File: config.mk
export PLATFORM = sky130hd
export DESIGN_NAME = system_power_clock_control
export DESIGN_NICKNAME = d
export VERILOG_FILES = /design/src/common/sysctl_pkg.sv /design/src/system_power_clock_control.sv /design/src/ext_int_ch.sv
export SDC_FILE = /design/constraint.sdc
export NUM_CORES = 1
export LEC_CHECK = 0
export BUFFER_PORTS_ARGS = -buffer_cell sky130_fd_sc_hd__buf_2
export CORE_MARGIN = 2
export CORE_UTILIZATION = 40
export DETAILED_ROUTE_END_ITERATION = 10
export PLACE_DENSITY = 0.82
export SLEW_MARGIN = 20
export SYNTH_ARGS = -nofsm -noshare
export SYNTH_HDL_FRONTEND = slang
export SYNTH_HIERARCHICAL = 1
export SYNTH_SLANG_ARGS = --single-unit
File: constraint.sdc
create_clock -name MCLK_I -period 2.29 [get_ports MCLK_I]
set_clock_uncertainty 0.1 [all_clocks]
set_input_delay 0.458 -clock MCLK_I [delete_from_list [all_inputs] [get_ports MCLK_I]]
set_output_delay 0.458 -clock MCLK_I [all_outputs]
set_load 0.1 [all_outputs]
File: src/common/sysctl_pkg.sv
// constants and types shared by the power and clock control block
// What this block does
// - idle stops execution until reset or interrupt
// - idle keeps peripheral clocks; interrupts resume execution
// - power-down stops oscillator and all clocks
// - power-down keeps state and output pin levels
// - power-down ends on reset or clockless interrupt
// - nine pins, edge/level, into four interrupts
// - each pin may wake from power-down
// - wake-up timer checks oscillator before execution
// - one switch-off control per peripheral
// - peripheral divider gives full, half or quarter rate
// - divider resets to quarter rate
// - pll stays running through idle
// - vectors at zero from flash or ram
// - internal reset held until all conditions met
// - processor starts at address zero after reset
`default_nettype none
package sysctl_pkg;
    // ------------------------------------------------------------
    // sizes
    // ------------------------------------------------------------
    localparam int NUM_EXT_INT = 9;
    localparam int NUM_INT_OUT = 4;
    localparam int NUM_PERIPH = 16;
    // ------------------------------------------------------------
    // divider settings
    // ------------------------------------------------------------
    localparam logic [1:0] DIV_QUARTER = 2'h0;
    localparam logic [1:0] DIV_FULL = 2'h1;
    localparam logic [1:0] DIV_HALF = 2'h2;
    localparam logic [1:0] DIV_RESET = DIV_QUARTER;
    // ------------------------------------------------------------
    // vector mapping
    // ------------------------------------------------------------
    localparam logic VEC_FLASH = 1'b0;
    localparam logic VEC_RAM = 1'b1;
    localparam logic [31:0] RESET_VECTOR = 32'h0000_0000;
    // ------------------------------------------------------------
    // wake-up timer
    // ------------------------------------------------------------
    localparam int WAKE_CYCLES = 4096;
    localparam int WAKE_W = 13;
    localparam logic [WAKE_W-1:0] WAKE_COUNT = WAKE_W'(WAKE_CYCLES);
    // ------------------------------------------------------------
    // power states
    // ------------------------------------------------------------
    typedef enum logic [4:0] {
        ST_RESET = 5'b00001,
        ST_RUN = 5'b00010,
        ST_IDLE = 5'b00100,
        ST_PDOWN = 5'b01000,
        ST_WAKE = 5'b10000
    } pwr_state_t;
endpackage : sysctl_pkg
`default_nettype wire

File: src/system_power_clock_control.sv
// power modes, wake-up timer, external interrupts, clock divider and vector map
`timescale 1ns/1ps
`default_nettype none
module system_power_clock_control (
    input wire logic MCLK_I,
    input wire logic RSTN_I,
    input wire logic WDT_RESET_I,
    input wire logic OSC_VALID_I,
    input wire logic FLASH_INIT_DONE_I,
    input wire logic PLL_RUNNING_I,
    input wire logic IDLE_REQ_I,
    input wire logic PDOWN_REQ_I,
    input wire logic PERIPH_IRQ_I,
    input wire logic [8:0] EXT_PIN_I,
    input wire logic [8:0] EXT_EDGE_MODE_I,
    input wire logic [8:0] EXT_ACTIVE_HIGH_I,
    input wire logic [8:0] EXT_WAKE_EN_I,
    input wire logic [8:0] EXT_CLEAR_I,
    input wire logic [35:0] EXT_ROUTE_I,
    input wire logic [15:0] PERIPH_OFF_I,
    input wire logic [1:0] DIV_SEL_I,
    input wire logic DIV_SEL_WR_I,
    input wire logic VEC_SEL_I,
    input wire logic VEC_SEL_WR_I,
    output logic INT_RESET_N_O,
    output logic CPU_RUN_O,
    output logic CPU_CLK_EN_O,
    output logic OSC_EN_O,
    output logic PLL_KEEP_O,
    output logic PIN_HOLD_O,
    output logic [15:0] PERIPH_CLK_EN_O,
    output logic PCLK_EN_O,
    output logic [1:0] DIV_SEL_O,
    output logic VEC_SEL_O,
    output logic [31:0] FETCH_ADDR_O,
    output logic [3:0] EXT_IRQ_O,
    output logic [4:0] PWR_STATE_O
);
    sysctl_pkg::pwr_state_t state_r;
    sysctl_pkg::pwr_state_t state_nxt;
    logic [sysctl_pkg::WAKE_W-1:0] wake_cnt_r;
    logic [1:0] div_r;
    logic [1:0] div_cnt_r;
    logic vec_r;
    logic [8:0] req;
    logic [8:0] wake_raw;
    logic [3:0] irq_comb;
    logic wake_hit;
    logic any_irq;
    logic wake_done;
    logic pclk_tick;

    // -------------------------------------------------------------
    // external interrupt channels
    // -------------------------------------------------------------
    genvar g;
    generate
        for (g = 0; g < sysctl_pkg::NUM_EXT_INT; g++) begin : g_ch
            ext_int_ch u_ch (
                .clk_i(MCLK_I),
                .rstn_i(RSTN_I),
                .pin_i(EXT_PIN_I[g]),
                .edge_mode_i(EXT_EDGE_MODE_I[g]),
                .active_high_i(EXT_ACTIVE_HIGH_I[g]),
                .clear_i(EXT_CLEAR_I[g]),
                .req_o(req[g]),
                .wake_o(wake_raw[g])
            );
        end
    endgenerate

    // combine nine requests onto four lines by route masks
    always_comb begin
        for (int k = 0; k < sysctl_pkg::NUM_INT_OUT; k++) begin
            irq_comb[k] = |(req & EXT_ROUTE_I[k*9 +: 9]);
        end
    end

    // clockless wake term: only pins enabled as wake sources
    assign wake_hit = |(wake_raw & EXT_WAKE_EN_I);
    assign any_irq = PERIPH_IRQ_I | (|irq_comb);
    assign wake_done = (wake_cnt_r == sysctl_pkg::WAKE_COUNT);

    // -------------------------------------------------------------
    // power state machine
    // -------------------------------------------------------------
    always_comb begin
        state_nxt = state_r;
        unique case (state_r)
            sysctl_pkg::ST_RESET: begin
                // all release conditions together
                if (wake_done && OSC_VALID_I && FLASH_INIT_DONE_I) begin
                    state_nxt = sysctl_pkg::ST_RUN;
                end
            end
            sysctl_pkg::ST_RUN: begin
                if (PDOWN_REQ_I) begin
                    state_nxt = sysctl_pkg::ST_PDOWN;
                end else if (IDLE_REQ_I) begin
                    state_nxt = sysctl_pkg::ST_IDLE;
                end
            end
            sysctl_pkg::ST_IDLE: begin
                if (any_irq) begin
                    state_nxt = sysctl_pkg::ST_RUN;
                end
            end
            sysctl_pkg::ST_PDOWN: begin
                if (wake_hit) begin
                    state_nxt = sysctl_pkg::ST_WAKE;
                end
            end
            sysctl_pkg::ST_WAKE: begin
                if (wake_done && OSC_VALID_I) begin
                    state_nxt = sysctl_pkg::ST_RUN;
                end
            end
            default: state_nxt = sysctl_pkg::ST_RESET;
        endcase
    end

    // state register; watchdog reset restarts the wake-up timer
    always_ff @(posedge MCLK_I or negedge RSTN_I) begin
        if (!RSTN_I) begin
            state_r <= sysctl_pkg::ST_RESET;
        end else if (WDT_RESET_I) begin
            state_r <= sysctl_pkg::ST_RESET;
        end else begin
            state_r <= state_nxt;
        end
    end

    // -------------------------------------------------------------
    // wake-up timer
    // -------------------------------------------------------------
    // counts only cycles with a valid oscillator, restarts on invalid
    always_ff @(posedge MCLK_I or negedge RSTN_I) begin
        if (!RSTN_I) begin
            wake_cnt_r <= '0;
        end else if (WDT_RESET_I || state_r == sysctl_pkg::ST_PDOWN || !OSC_VALID_I) begin
            wake_cnt_r <= '0;
        end else if ((state_r == sysctl_pkg::ST_RESET || state_r == sysctl_pkg::ST_WAKE)
                     && !wake_done) begin
            wake_cnt_r <= wake_cnt_r + {{(sysctl_pkg::WAKE_W-1){1'b0}}, 1'b1};
        end else if (state_r == sysctl_pkg::ST_RUN) begin
            wake_cnt_r <= '0;
        end
    end

    // -------------------------------------------------------------
    // divider and vector map settings
    // -------------------------------------------------------------
    always_ff @(posedge MCLK_I or negedge RSTN_I) begin
        if (!RSTN_I) begin
            div_r <= sysctl_pkg::DIV_RESET;
        end else if (WDT_RESET_I || state_r == sysctl_pkg::ST_RESET) begin
            div_r <= sysctl_pkg::DIV_RESET;
        end else if (DIV_SEL_WR_I && DIV_SEL_I != 2'h3) begin
            div_r <= DIV_SEL_I;
        end
    end

    always_ff @(posedge MCLK_I or negedge RSTN_I) begin
        if (!RSTN_I) begin
            vec_r <= sysctl_pkg::VEC_FLASH;
        end else if (WDT_RESET_I || state_r == sysctl_pkg::ST_RESET) begin
            vec_r <= sysctl_pkg::VEC_FLASH;
        end else if (VEC_SEL_WR_I) begin
            vec_r <= VEC_SEL_I;
        end
    end

    // peripheral clock prescale count, frozen in power-down
    always_ff @(posedge MCLK_I or negedge RSTN_I) begin
        if (!RSTN_I) begin
            div_cnt_r <= 2'h0;
        end else if (state_r == sysctl_pkg::ST_PDOWN) begin
            div_cnt_r <= div_cnt_r;
        end else if (div_r == sysctl_pkg::DIV_HALF) begin
            div_cnt_r <= {1'b0, ~div_cnt_r[0]};
        end else begin
            div_cnt_r <= div_cnt_r + 2'h1;
        end
    end

    always_comb begin
        unique case (div_r)
            sysctl_pkg::DIV_FULL: pclk_tick = 1'b1;
            sysctl_pkg::DIV_HALF: pclk_tick = (div_cnt_r[0] == 1'b0);
            default: pclk_tick = (div_cnt_r == 2'h0);
        endcase
    end

    // -------------------------------------------------------------
    // registered outputs
    // -------------------------------------------------------------
    always_ff @(posedge MCLK_I or negedge RSTN_I) begin
        if (!RSTN_I) begin
            INT_RESET_N_O <= 1'b0;
            CPU_RUN_O <= 1'b0;
            CPU_CLK_EN_O <= 1'b0;
            OSC_EN_O <= 1'b1;
            PLL_KEEP_O <= 1'b0;
            PIN_HOLD_O <= 1'b0;
            PERIPH_CLK_EN_O <= '0;
            PCLK_EN_O <= 1'b0;
        end else begin
            INT_RESET_N_O <= (state_nxt != sysctl_pkg::ST_RESET) && !WDT_RESET_I;
            CPU_RUN_O <= (state_nxt == sysctl_pkg::ST_RUN) && !WDT_RESET_I;
            // cpu clock stops in idle and power-down
            CPU_CLK_EN_O <= (state_nxt == sysctl_pkg::ST_RUN) && !WDT_RESET_I;
            OSC_EN_O <= (state_nxt != sysctl_pkg::ST_PDOWN);
            PLL_KEEP_O <= (state_nxt == sysctl_pkg::ST_IDLE) && PLL_RUNNING_I;
            PIN_HOLD_O <= (state_nxt == sysctl_pkg::ST_PDOWN)
                          || (state_nxt == sysctl_pkg::ST_WAKE);
            // peripheral clocks run in run and idle, per-peripheral gate
            if (state_nxt == sysctl_pkg::ST_RUN || state_nxt == sysctl_pkg::ST_IDLE) begin
                PERIPH_CLK_EN_O <= ~PERIPH_OFF_I;
                PCLK_EN_O <= pclk_tick;
            end else begin
                PERIPH_CLK_EN_O <= '0;
                PCLK_EN_O <= 1'b0;
            end
        end
    end

    always_ff @(posedge MCLK_I or negedge RSTN_I) begin
        if (!RSTN_I) begin
            DIV_SEL_O <= sysctl_pkg::DIV_RESET;
            VEC_SEL_O <= sysctl_pkg::VEC_FLASH;
            FETCH_ADDR_O <= sysctl_pkg::RESET_VECTOR;
            EXT_IRQ_O <= '0;
            PWR_STATE_O <= sysctl_pkg::ST_RESET;
        end else begin
            DIV_SEL_O <= div_r;
            VEC_SEL_O <= vec_r;
            FETCH_ADDR_O <= sysctl_pkg::RESET_VECTOR;
            EXT_IRQ_O <= irq_comb;
            PWR_STATE_O <= state_r;
        end
    end
endmodule : system_power_clock_control
`default_nettype wire

File: src/ext_int_ch.sv
// one external interrupt input with edge or level sensing
`timescale 1ns/1ps
`default_nettype none
module ext_int_ch (
    input wire logic clk_i,
    input wire logic rstn_i,
    input wire logic pin_i,
    input wire logic edge_mode_i,
    input wire logic active_high_i,
    input wire logic clear_i,
    output logic req_o,
    output logic wake_o
);
    logic prev_r;
    logic flag_r;
    logic act;

    // polarity-adjusted active level
    assign act = pin_i ~^ active_high_i;
    // clockless wake path is the raw active level, no flop involved
    assign wake_o = act;

    // -------------------------------------------------------------
    // edge history
    // -------------------------------------------------------------
    always_ff @(posedge clk_i or negedge rstn_i) begin
        if (!rstn_i) begin
            prev_r <= 1'b0;
        end else begin
            prev_r <= act;
        end
    end

    // sticky edge flag, a new edge wins over clear
    always_ff @(posedge clk_i or negedge rstn_i) begin
        if (!rstn_i) begin
            flag_r <= 1'b0;
        end else if (act && !prev_r) begin
            flag_r <= 1'b1;
        end else if (clear_i) begin
            flag_r <= 1'b0;
        end
    end

    assign req_o = edge_mode_i ? flag_r : act;
endmodule : ext_int_ch
`default_nettype wire

# Word-level counts from Yosys, hierarchy flattened
# Cells that the tools add are included.
[totals] register_bits=75 in_bits=111 output_inout_bits=67
[op_classes] add_sub_neg=2 eq_ne=15 muxes=46 bitwise_logic=17 n_reduce_logical=53
[op_table] cell="bitwise AND 9 bit" count=5
[op_table] cell="OR reduction 9 bit" count=5
[op_table] cell="2-to-1 mux 13 bit" count=3
[op_table] cell="OR reduction 36 bit" count=1
[op_table] cell="2-to-1 mux 5 bit" count=7
[op_table] cell="2-to-1 mux 1 bit" count=30
[op_table] cell="case mux 5 bit (5 select lines)" count=1
[op_table] cell="nonzero test 2 bit" count=11
[op_table] cell="logical AND 1 bit" count=16
[op_table] cell="2-to-1 mux 16 bit" count=1
[op_table] cell="inverter 16 bit" count=1
[op_table] cell="adder 13 x 1 -> 13 bit, second input constant" count=1
[op_table] cell="== test 13 bit, second input constant" count=1
[op_table] cell="zero test 1 bit" count=12
[op_table] cell="== test 5 x 2 -> 1 bit, second input constant" count=2
[op_table] cell="== test 5 x 3 -> 1 bit, second input constant" count=2
[op_table] cell="== test 5 x 4 -> 1 bit, second input constant" count=2
[op_table] cell="== test 5 bit, second input constant" count=2
[op_table] cell="XNOR 1 bit" count=9
[op_table] cell="logical OR 1 bit" count=6
[op_table] cell="2-to-1 mux 2 bit" count=3
[op_table] cell="== test 5 x 1 -> 1 bit, second input constant" count=1
[op_table] cell="inequality test 5 x 1 -> 1 bit, second input constant" count=1
[op_table] cell="inequality test 5 x 4 -> 1 bit, second input constant" count=1
[op_table] cell="other kinds (9)" count=9

# Logic depth before layout (Yosys ltp)
# Gate-level depths: netlist of the first run.
[logic_depth] word_depth=10 mapped_depth=8 ltp_nobuf=7

# Cells and area by module
# Netlist of the first run, hierarchy kept.
[modules_own_cells] mod="system_power_clock_control" instances=1 cells_per_inst=271 area_per_inst_um2=2788.9 seq_area_each_um2=1430.1
[modules_own_cells] mod="ext_int_ch" instances=9 cells_per_inst=8 area_per_inst_um2=81.3 seq_area_each_um2=50.0

# Worst setup path after synthesis of the first run
# OpenSTA, ideal clock, no wires.
[synth_path] kind="input port to flip-flop" start="input port EXT_ACTIVE_HIGH_I[0]" end="register state_r[2]" setup_ps=78 arrival_ps=2342 required_ps=2112 setup_slack_ps=-230 stages=7 path_cell_list="xor2_1 > o21ai_0 > a222oi_1 > nand3_1 > or4_1 > or4b_1 > a21oi_1"
[synth_between] elab_chain_len=8 elab_cells_between_ends=14 cone_classes="5 x mux; 7 x bitwise; 2 x reduce/logical"
[synth_rtl] item="from (decl)" line="system_power_clock_control.sv:16" text="input wire logic [8:0] EXT_ACTIVE_HIGH_I,"
[synth_rtl] item="XNOR 1 bit *" line="ext_int_ch.sv:19" text="assign act = pin_i ~^ active_high_i;"
[synth_rtl] item="2-to-1 mux 1 bit *" line="ext_int_ch.sv:45" text="assign req_o = edge_mode_i ? flag_r : act;"
[synth_rtl] item="via req[0]" line="system_power_clock_control.sv:45" text="logic [8:0] req;"
[synth_rtl] item="bitwise AND 9 bit" line="system_power_clock_control.sv:75" text="irq_comb[k] = |(req & EXT_ROUTE_I[k*9 +: 9]);"
[synth_rtl] item="OR reduction 36 bit *" line="system_power_clock_control.sv:81" text="assign any_irq = PERIPH_IRQ_I | (|irq_comb);"
[synth_rtl] item="OR 1 bit *" line="system_power_clock_control.sv:81"
[synth_rtl] item="2-to-1 mux 5 bit *" line="system_power_clock_control.sv:104" text="if (any_irq) begin"
[synth_rtl] item="case mux 5 bit (5 select lines) *" line="system_power_clock_control.sv:89" text="unique case (state_r)"
[synth_rtl] item="2-to-1 mux 5 bit *" line="system_power_clock_control.sv:126" text="end else if (WDT_RESET_I) begin"
[synth_rtl] item="to (signal assigned)" line="system_power_clock_control.sv:125" text="state_r <= sysctl_pkg::ST_RESET;"
[synth_rtl] item="to (signal assigned)" line="system_power_clock_control.sv:127" text="state_r <= sysctl_pkg::ST_RESET;"
[synth_rtl] item="to (signal assigned)" line="system_power_clock_control.sv:129" text="state_r <= state_nxt;"
[synth_rtl] item="to (decl)" line="system_power_clock_control.sv:39" text="sysctl_pkg::pwr_state_t state_r;"
# The timed path passes the listed nets; every way through them passes the cells marked *.
# A chain may end at the register's enable or synchronous reset.

# Final worst setup path of the first run
[layout_path] start="register g_ch[0].u_ch.flag_r" end="register PLL_KEEP_O"
[layout_between] elab_chain_len=8 elab_cells_between_ends=11 cone_classes="1 x eq/ne; 3 x mux; 5 x bitwise; 2 x reduce/logical"
[layout_rtl] item="from (decl)" line="ext_int_ch.sv:15" text="logic flag_r;"
[layout_rtl] item="from (signal assigned)" line="ext_int_ch.sv:37" text="flag_r <= 1'b0;"
[layout_rtl] item="from (signal assigned)" line="ext_int_ch.sv:39" text="flag_r <= 1'b1;"
[layout_rtl] item="from (signal assigned)" line="ext_int_ch.sv:41" text="flag_r <= 1'b0;"
[layout_rtl] item="2-to-1 mux 1 bit *" line="ext_int_ch.sv:45"
[layout_rtl] item="via req[0]" line="system_power_clock_control.sv:45"
[layout_rtl] item="bitwise AND 9 bit" line="system_power_clock_control.sv:75"
[layout_rtl] item="OR reduction 36 bit *" line="system_power_clock_control.sv:81"
[layout_rtl] item="OR 1 bit *" line="system_power_clock_control.sv:81"
[layout_rtl] item="2-to-1 mux 5 bit *" line="system_power_clock_control.sv:104"
[layout_rtl] item="case mux 5 bit (5 select lines) *" line="system_power_clock_control.sv:89"
[layout_rtl] item="== test 5 x 3 -> 1 bit *" line="system_power_clock_control.sv:213" text="PLL_KEEP_O <= (state_nxt == sysctl_pkg::ST_IDLE) && PLL_RUNNING_I;"
[layout_rtl] item="logical AND 1 bit *" line="system_power_clock_control.sv:213"
[layout_rtl] item="to (signal assigned)" line="system_power_clock_control.sv:213"
[layout_rtl] item="to (decl)" line="system_power_clock_control.sv:29" text="output logic PLL_KEEP_O,"
# Marks and branches as above.

==> impl_metrics.csv, run 1 <==
group,metric,value,unit
status,outcome,"complete, but fails checks",
status,violations,"setup timing",
yosys,synth-edff-count,0,
setup_path,cp.arrival,2.54,ns
final_layout,drive_gt1_share,40.76,%
routing,ant_nets,0,
job,cap_violations,0,
timing,maxSlewViolCount,0,
die,die-area,9569,um^2
yosys,ys_ff_latch,75,
final_layout,seq_area,1881,um^2
yosys,synth_area_leader_cell,"dfrtp_1",
timing,post-route-min-period,2.371,ns
timing,max_freq,421.7,MHz
yosys,synthArstFlopShare,100.0,%
global_route,overflow,0,
yosys,netlist_area,3521,um^2
routing,drc,0,
pwr,power,0.003090,W
final_layout,area_delta_synth_final,34.40,%
final_layout,antenna-diode-count,0,
routing,viasPerCell,4.935,
pwr,ir_worst_vdd,0.3132,mV
yosys,netlist_top_cells_count,"dfrtp_1 (72), buf_4 (34), inv_1 (27)",
die,ioPinCount,178,
die,die_h,97.82,um
timing,finalCritPeriodShare,103.5,%
yosys,syn_area_per_cell,10.26,um^2
cts,cts_buffers,9,
final_layout,multi_input_area,1470,um^2
timing,fin_ws,-0.08123,ns
global_route,grt_pass1_vias,3049,
cts,clkLatencyLatePin,0.35,ns
cts,cts_root_buf,"clkbuf_8",
cts,cts.sinks,75,
routing,first_pass_iters,8,
die,die_x,97.82,um
setup_path,end_kind,"flop",
setup_path,startpoint_type,"flop",
yosys,synthCells,343,
yosys,ys_warn_count,6,
pwr,power.density,653.1,nW/um^2
timing,tightest_slew,0.9653,ns
worst_hold_path,hold_path_class,"in2async",
routing,wl_per_cell,14.53,um
global_route,grt_pass1_wl,14610,um
yosys,post-synth-top-count-cell,"dfrtp_1",
global_route,grt_max_degree,50,
pwr,power_leakage,2.502,nW
yosys,yosysUniqueCellTypes,51,
yosys,synth-main-ff-cell,"dfrtp_1",
yosys,ys_seq_area_share,53.41,%
setup_path,worstPathRequired,2.46,ns
cts,clk_pin_slew,0.08,ns
cts,cts_max_path_buffers,2,
timing,rsz0062_at_grt,"true",
timing,setup_viol,2,
routing,vias,3124,
setup_path,crit_type,"reg2reg",
die,num_rows,34,
global_route,groute.usage.overall,19.03,%
setup_path,crit_fanout,2,
placement,port_buffers,145,
yosys,yosysTopAreaCellShare,51.17,%
die,core,8636,um^2
placement,gp_congestion,0.9000,
final_layout,fillers,755,
cts,cts_tree,"done",
timing,whs,0.01270,ns
routing,wirelength,9198,um
timing,slew_headroom,35.30,%
cts,htreeDepth,3,
routing,drtIter0Drc,177,
placement,hpwl,7184,um
yosys,ys_top_cells_by_area,"dfrtp_1 (51%), buf_4 (7.2%), inv_1 (2.9%)",
timing,hold_viol,0,
die,start_util,40.77,%
final_layout,fin_nets,636,
global_route,antenna_found_initial,0,
## cell families (layout without fill, tap and decap cells)
family	Yosys count	in the layout	synth area share [%]
compound gates	86	86	16.67
xor+xnor	14	14	3.482
fa+ha+maj	5	5	1.777
buf+inv	67	217	10.80
flops	75	75	53.41
mux	2	2	0.6041
other cells	1	32	0.1065
simple gates	93	94	13.15
## registers in the layout (all words and copies together), names as in the netlist
register and count:
PIN_HOLD_O 1, div_cnt_r 2, PWR_STATE_O 5, g_ch.u_ch/flag_r 9, state_r 5, OSC_EN_O 1, g_ch.u_ch/prev_r 9, VEC_SEL_O 1
CPU_CLK_EN_O 1, DIV_SEL_O 2, wake_cnt_r 13, PCLK_EN_O 1, PERIPH_CLK_EN_O 16, INT_RESET_N_O 1, EXT_IRQ_O 4, PLL_KEEP_O 1
vec_r 1, div_r 2
## power by group
| group | total (W) | leakage (nW) | internal, W | switching (W) |
|---|---|---|---|---|
| clock network | 0.000962 | 0.0931 | 0.000418 | 0.000544 |
| logic | 0.000723 | 1.43 | 0.000222 | 0.000501 |
| registers | 0.00140 | 0.976 | 0.00138 | 0.0000268 |
## layer usage
metal  vias to the layer above  part of all wire (%)  track usage (%)
met5                         -                     0                0
met4                         0                   2.8            9.722
met3                        19                   6.8            4.223
met2                       134                    51            30.87
met1                      1471                    40            23.98
li1                       1500                     -                -
## path summary, 6_finish.rpt
kind / startpoint / slack, ns / cells after the start / end
min: RSTN_I / 0.01 / 1 / g_ch[6].u_ch/flag_r$_DFFE_PN0P_
max in group asynchronous: RSTN_I / 1.52 / 2 / INT_RESET_N_O$_DFF_PN0_
min in group MCLK_I: PERIPH_OFF_I[14] / 0.14 / 2 / PERIPH_CLK_EN_O[14]$_DFF_PN0_
min reg2reg: vec_r$_DFFE_PN0P_ / 0.29 / 0 / VEC_SEL_O$_DFF_PN0_
max: g_ch[0].u_ch/flag_r$_DFFE_PN0P_ / -0.08 / 7 / PLL_KEEP_O$_DFF_PN0_
max reg2reg: g_ch[0].u_ch/flag_r$_DFFE_PN0P_ / -0.08 / 7 / PLL_KEEP_O$_DFF_PN0_
## critical path: stages, from the launching register on
cell and delay, ns:
dfrtp_1 0.39, nand2_1 0.07, o21ai_2 0.06, a222oi_1 0.34, nand3_1 0.16, or4_4 0.52, or4b_4 0.50, a21boi_1 0.14
## placed cells by master (no fill, tap or decap), types with 10 or more instances in the layout
cell type,netlist,layout
buf_2,1,144
dfrtp_1,72,72
conb_1,1,32
buf_4,34,29
inv_1,27,27
nor2_1,25,25
nand2_1,21,21
a21oi_1,13,12
nand3_1,12,11
o21ai_0,16,11
a31oi_1,10,10
## per-stage QoR
step           instances  setup TNS (ns)  utilization, %  instance area [um^2]  worst slack [ns]
5_1_grt              633          -1.159           54.80                  4732           -0.1594
3_5_place_dp         613          -1.389           51.91                  4483           -0.4392
3_3_place_gp         613          -1.235           51.91                  4483           -0.3675
4_1_cts              630        -0.09181           54.29                  4688          -0.04960
6_report             633         -0.1475           54.80                  4732          -0.08123
2_1_floorplan        374         -0.1968               -                  3686          -0.09879
## final cells by class
type                    count  share of cell area [%]
clock inverters             7                   1.322
flip-flops and latches     75                   39.74
inverters                  27                   2.142
multi-input cells         233                   31.07
repair buffers            174                   20.25
well taps                 108                   2.856
clock buffers               9                   2.618
## timing repair
action                     in CTS  in global routing
setup endpoints to repair       2                 31
pin swaps                       2                  6
cloned                          0                  1
resized for setup               3                  5
setup buffers                   1                  2
hold buffers                    0                  0
Power figures use the tool's default switching activity.
==> run 2: changes to the inputs <==
==> constraint.sdc (replaced) <==
create_clock -name MCLK_I -period 2.29 [get_ports MCLK_I]
set_clock_uncertainty 0.1 [all_clocks]
set_input_delay 0.687 -clock MCLK_I [delete_from_list [all_inputs] [get_ports MCLK_I]]
set_output_delay 0.687 -clock MCLK_I [all_outputs]
set_load 0.1 [all_outputs]
==> impl_metrics.csv, run 2 (synthesized netlist as in run 1, its figures left out) <==
group,metric,value,unit
placement,gp_congestion,0.8853,
setup_path,end_kind,"flop",
final_layout,final_common_cell,"buf_2",
setup_path,cp.arrival,2.74,ns
final_layout,fin_cells,639,
pwr,ir_worst_vdd,0.2676,mV
routing,viasPerCell,4.958,
pwr,power.density,645.0,nW/um^2
routing,met1Wirelength,3942,um
cts,htreeDepth,3,
setup_path,critPathMaxStageDelay,0.51,ns
setup_path,cp_top_family,"simple AND/OR/NAND/NOR gates",
die,die-area,9569,um^2
routing,drtIter0Drc,135,
die,core,8636,um^2
final_layout,drive_gt1_share,42.18,%
cts,cts_buffers,9,
final_layout,fin_nets,642,
die,ioPinCount,178,
final_layout,multi_input_area,1495,um^2
routing,wl_met2,4687,um
setup_path,startpoint_type,"input port",
global_route,antenna_found_initial,0,
timing,rsz0062_at_grt,"true",
setup_path,startpoint,"EXT_ACTIVE_HIGH_I[0]",
timing,finalCritPeriodShare,112.0,%
timing,fin_ws,-0.2738,ns
die,die_h,97.82,um
timing,max_freq,390.0,MHz
routing,drc,0,
timing,hold_viol,0,
die,die_x,97.82,um
final_layout,seq_area,1881,um^2
routing,wl_per_cell,14.65,um
routing,first_pass_iters,4,
global_route,grt_pass1_vias,3128,
worst_hold_path,hold_path_class,"in2async",
routing,ant_nets,0,
timing,slew_headroom,36.70,%
job,cap_violations,0,
cts,cts_root_buf,"clkbuf_8",
timing,post-route-min-period,2.564,ns
routing,wl_met3,497,um
final_layout,largest_reg_flops,16,
placement,port_buffers,145,
cts,cts.sinks,75,
setup_path,r2r-end,"state_r[2]$_DFF_PN0_",
global_route,grt_max_degree,39,
final_layout,stdcell_area,4825,um^2
routing,wirelength,9363,um
timing,maxSlewViolCount,0,
pwr,power_leakage,2.541,nW
routing,vias,3168,
setup_path,reg2reg_slack,-0.12,ns
timing,tightest_slew,0.9444,ns
setup_path,path_cells,"buf_8, xor2_4, o21ai_2, a222oi_1, nand3_1, or4_4, or4b_4, a21oi_2",
placement,hpwl,7444,um
setup_path,crit_fanout,2,
setup_path,r2r_start,"g_ch[0].u_ch/flag_r$_DFFE_PN0P_",
global_route,overflow,0,
placement,place_area,4506,um^2
setup_path,critical_path_buf_inv_count,1,
setup_path,crit_end,"state_r[2]$_DFF_PN0_",
final_layout,mostFrequentLayoutCells,"buf_2 (141), dfrtp_1 (72), buf_4 (35)",
die,start_util,40.77,%
timing,setup_tns,-0.8201,ns
setup_path,crit_slowest_cell,"or4_4",
final_layout,area_delta_synth_final,37.03,%
global_route,groute.usage.overall,19.48,%
global_route,grt_pass1_wl,14790,um
final_layout,antenna-diode-count,0,
die,num_rows,34,
cts,cts_tree,"done",
routing,top_layer,"met4",
timing,setup_viol,4,
cts,cts_max_path_buffers,2,
cts,clkLatencyLatePin,0.36,ns
final_layout,top_regs,"PERIPH_CLK_EN_O (16), wake_cnt_r (13)",
final_layout,regMostFlops,"PERIPH_CLK_EN_O",
setup_path,crit_type,"in2reg",
final_layout,fillers,755,
setup_path,worst_r2r_path_depth,7,
setup_path,crit_cells,8,
setup_path,worstPathRequired,2.47,ns
status,outcome,"complete, but fails checks",
status,violations,"setup timing",
cts,clk_pin_slew,0.08,ns
placement,dp_cells,616,
[run 2: cell types whose count changed in the layout (fill, tap and decap cells not counted), moves of 2 or more]
cell / previous run / this run
a21oi_2: 1 / 3
o21ai_1: 5 / 7
o21ai_0: 11 / 8
buf_4: 29 / 35
buf_2: 144 / 141
a21oi_1: 12 / 10
buf_6: 0 / 2
[run 2: repair_timing]
| item | 4_1_cts | 5_1_grt |
|---|---|---|
| hold buffers | 0 | 0 |
| pin swaps | 3 | 6 |
| buffers inserted | 2 | 4 |
| endpoints found under the setup margin | 6 | 28 |
| resized for setup | 10 | 12 |
| cloned | 0 | 1 |
[run 2: worst min-delay path by stage]
stage / from / slack (ns) / depth (start not counted) / end
floorplan: state_r[3]$_DFF_PN0_ / 0.25 / 0 / PWR_STATE_O[3]$_DFF_PN0_
global placement: vec_r$_DFFE_PN0P_ / 0.26 / 0 / VEC_SEL_O$_DFF_PN0_
detailed placement: vec_r$_DFFE_PN0P_ / 0.27 / 0 / VEC_SEL_O$_DFF_PN0_
CTS: RSTN_I / 0.19 / 1 / g_ch[6].u_ch/flag_r$_DFFE_PN0P_
global route: RSTN_I / 0.21 / 1 / state_r[1]$_DFF_PN0_
finish: RSTN_I / 0.18 / 1 / g_ch[6].u_ch/flag_r$_DFFE_PN0P_
[run 2: final cells by class]
class,instances,share of cell area [%]
clock buffers,9,2.567
clock inverters,7,1.297
inverters,27,2.101
multi-input cells,233,30.99
flip-flops and latches,75,38.98
well taps,108,2.801
repair buffers,180,21.27
[run 2: power by group]
part           internal, W  switching [W]
registers          0.00138      0.0000271
logic             0.000235       0.000508
clock network     0.000417       0.000547
total              0.00203        0.00108
[run 2: metrics by stage]
stage | utilization, % | total power (W) | hold WS, ns | worst slack, ns
2_1_floorplan | - | 0.001919 | 0.2487 | -0.3278
3_3_place_gp | 52.17 | 0.002132 | 0.2559 | -0.5931
3_5_place_dp | 52.17 | 0.002143 | 0.2677 | -0.7318
4_1_cts | 54.96 | 0.003124 | 0.1913 | -0.2769
5_1_grt | 55.87 | 0.003272 | 0.2120 | -0.3566
6_report | 55.87 | 0.003112 | 0.1800 | -0.2738
[run 2: worst reg2reg max path: cells and delay by family (launching register included)]
family,cells,cell delay [ns]
AOI/OAI and AO/OA,3,0.59
DFF,1,0.39
and+or+nand+nor,4,1.25
[run 2: layer usage]
layer  global-route usage [%]  vias up
met3                    4.152       17
met2                    32.77      110
met5                        0        -
met1                    23.95     1525
li1                         -     1516
met4                    9.188        0
==> run 3: changes to the inputs <==
Settings changed: BUFFER_PORTS_ARGS -buffer_cell sky130_fd_sc_hd__buf_2 to -buffer_cell sky130_fd_sc_hd__buf_4, CORE_ASPECT_RATIO set to 2, REMOVE_ABC_BUFFERS set to 1.
==> impl_metrics.csv, run 3 (synthesized netlist as in run 1, its figures left out) <==
group,metric,value,unit
global_route,grt_pass1_vias,3296,
final_layout,multi_input_area,1491,um^2
timing,finalCritPeriodShare,114.4,%
die,die-area,9614,um^2
pwr,ir_worst_vdd,0.3496,mV
setup_path,end_kind,"flop",
setup_path,worst_r2r_path_depth,7,
setup_path,startpoint,"EXT_ACTIVE_HIGH_I[0]",
routing,drc,0,
die,die_h,136.7,um
placement,hpwl,7899,um
cts,cts_buffers,9,
timing,setup_viol,4,
setup_path,startpoint_type,"input port",
routing,wl_per_cell,16.17,um
status,outcome,"complete, but fails checks",
routing,wirelength,10190,um
cts,cts_tree,"done",
global_route,overflow,0,
timing,post-route-min-period,2.621,ns
final_layout,area_delta_synth_final,49.86,%
timing,whs,0.2249,ns
final_layout,mostFrequentLayoutCells,"buf_4 (175), dfrtp_1 (72), conb_1 (32)",
final_layout,drive_gt1_share,41.70,%
routing,ant_nets,0,
cts,cts.sinks,75,
final_layout,largest_reg_flops,16,
job,cap_violations,0,
setup_path,cp.arrival,2.78,ns
timing,max_freq,381.6,MHz
pwr,power,0.003620,W
pwr,power.density,686.0,nW/um^2
global_route,antenna_found_initial,0,
placement,port_buffers,145,
placement,gp_congestion,0.9253,
final_layout,top_regs,"PERIPH_CLK_EN_O (16), wake_cnt_r (13)",
global_route,grt_pass1_wl,15790,um
status,violations,"setup timing",
timing,rsz0062_at_grt,"true",
routing,viasPerCell,5.138,
die,die_x,70.34,um
setup_path,worstPathRequired,2.45,ns
timing,tightest_slew,0.9974,ns
timing,maxSlewViolCount,0,
cts,cts_root_buf,"clkbuf_16",
final_layout,seq_area,1881,um^2
cts,cts_max_path_buffers,2,
global_route,grt_max_degree,41,
final_layout,fillers,708,
global_route,groute.usage.overall,21.22,%
routing,vias,3237,
timing,hold_viol,0,
worst_hold_path,hold_path_class,"in2async",
final_layout,antenna-diode-count,0,
final_layout,fin_nets,641,
cts,clk_pin_slew,0.06,ns
cts,cts_hold_buf,0,
final_layout,final_common_cell,"buf_4",
routing,first_pass_iters,5,
setup_path,r2r_start,"g_ch[0].u_ch/flag_r$_DFFE_PN0P_",
timing,fin_ws,-0.3307,ns
final_layout,regMostFlops,"PERIPH_CLK_EN_O",
die,ioPinCount,178,
pwr,power_leakage,2.687,nW
setup_path,crit_type,"in2reg",
cts,htreeDepth,3,
setup_path,r2r-end,"PLL_KEEP_O$_DFF_PN0_",
cts,clkLatencyLatePin,0.34,ns
setup_path,crit_fanout,2,
die,core,8588,um^2
die,start_util,41.00,%
routing,drtIter0Drc,247,
timing,slew_headroom,33.15,%
die,num_rows,48,
setup_path,reg2reg_slack,-0.14,ns
[run 3: changes by cell type in the layout (fill, tap and decap cells not counted), sizes merged]
cell      previous run  this run
buf                180       179
bufinv               0         1
inv                 32        27
clkinvlp             1         2
clkbuf               9        12
[run 3: worst max path at each step]
stage	cells after the start	slack, ns	end
final	8	-0.33	PLL_KEEP_O$_DFF_PN0_
after global routing	8	-0.42	PLL_KEEP_O$_DFF_PN0_
after floorplan	7	-0.46	state_r[2]$_DFF_PN0_
after CTS	8	-0.30	PLL_KEEP_O$_DFF_PN0_
after detailed placement	8	-0.79	PLL_KEEP_O$_DFF_PN0_
after global placement	8	-0.72	PLL_KEEP_O$_DFF_PN0_
[run 3: through the flow]
stage	instances	cell area [um^2]	worst slack, ns	TNS, ns	utilization [%]
floorplan	334	3358	-0.4585	-1.395	-
global placement	606	4792	-0.7204	-2.640	55.80
detailed placement	606	4792	-0.7864	-2.865	55.80
CTS	626	5195	-0.2957	-0.8281	60.49
global route	630	5276	-0.4207	-3.536	61.44
finish	630	5276	-0.3307	-0.9853	61.44
[run 3: final cells by class]
type	count	share of cell area, %
clock buffers	12	4.861
clock inverters	4	0.9485
inverters	27	1.921
multi-input cells	233	28.27
flip-flops and latches	75	35.64
well taps	100	2.371
repair buffers	179	25.99
[run 3: per-layer routing]
layer	share of wire (%)	global-route usage (%)	up-vias	routed length [um]
li1	-	-	1511	-
met1	33	21.55	1569	3397
met2	58	41.35	139	5911
met3	6.6	4.639	18	670
met4	2.0	7.585	0	208
met5	0	0	-	0
[run 3: where the power goes]
part           leakage, nW  switching (W)  internal [W]  total [W]
combinational         1.57       0.000506      0.000281   0.000787
clock                0.145       0.000522      0.000900    0.00142
sequential           0.976      0.0000294       0.00138    0.00141
total                 2.69        0.00106       0.00256    0.00362
[run 3: what timing repair did]
item	CTS	global route
buffers inserted	4	3
resized for setup	20	10
cloned	0	1
setup endpoints to repair	19	24
pin swaps	6	7
[run 3: critical path, cell delays in order]
cell	delay, ns
buf_8	0.10
xor2_4	0.16
o21ai_2	0.08
a222oi_1	0.42
nand3_1	0.14
or4_4	0.51
or4b_4	0.52
a21boi_2	0.16
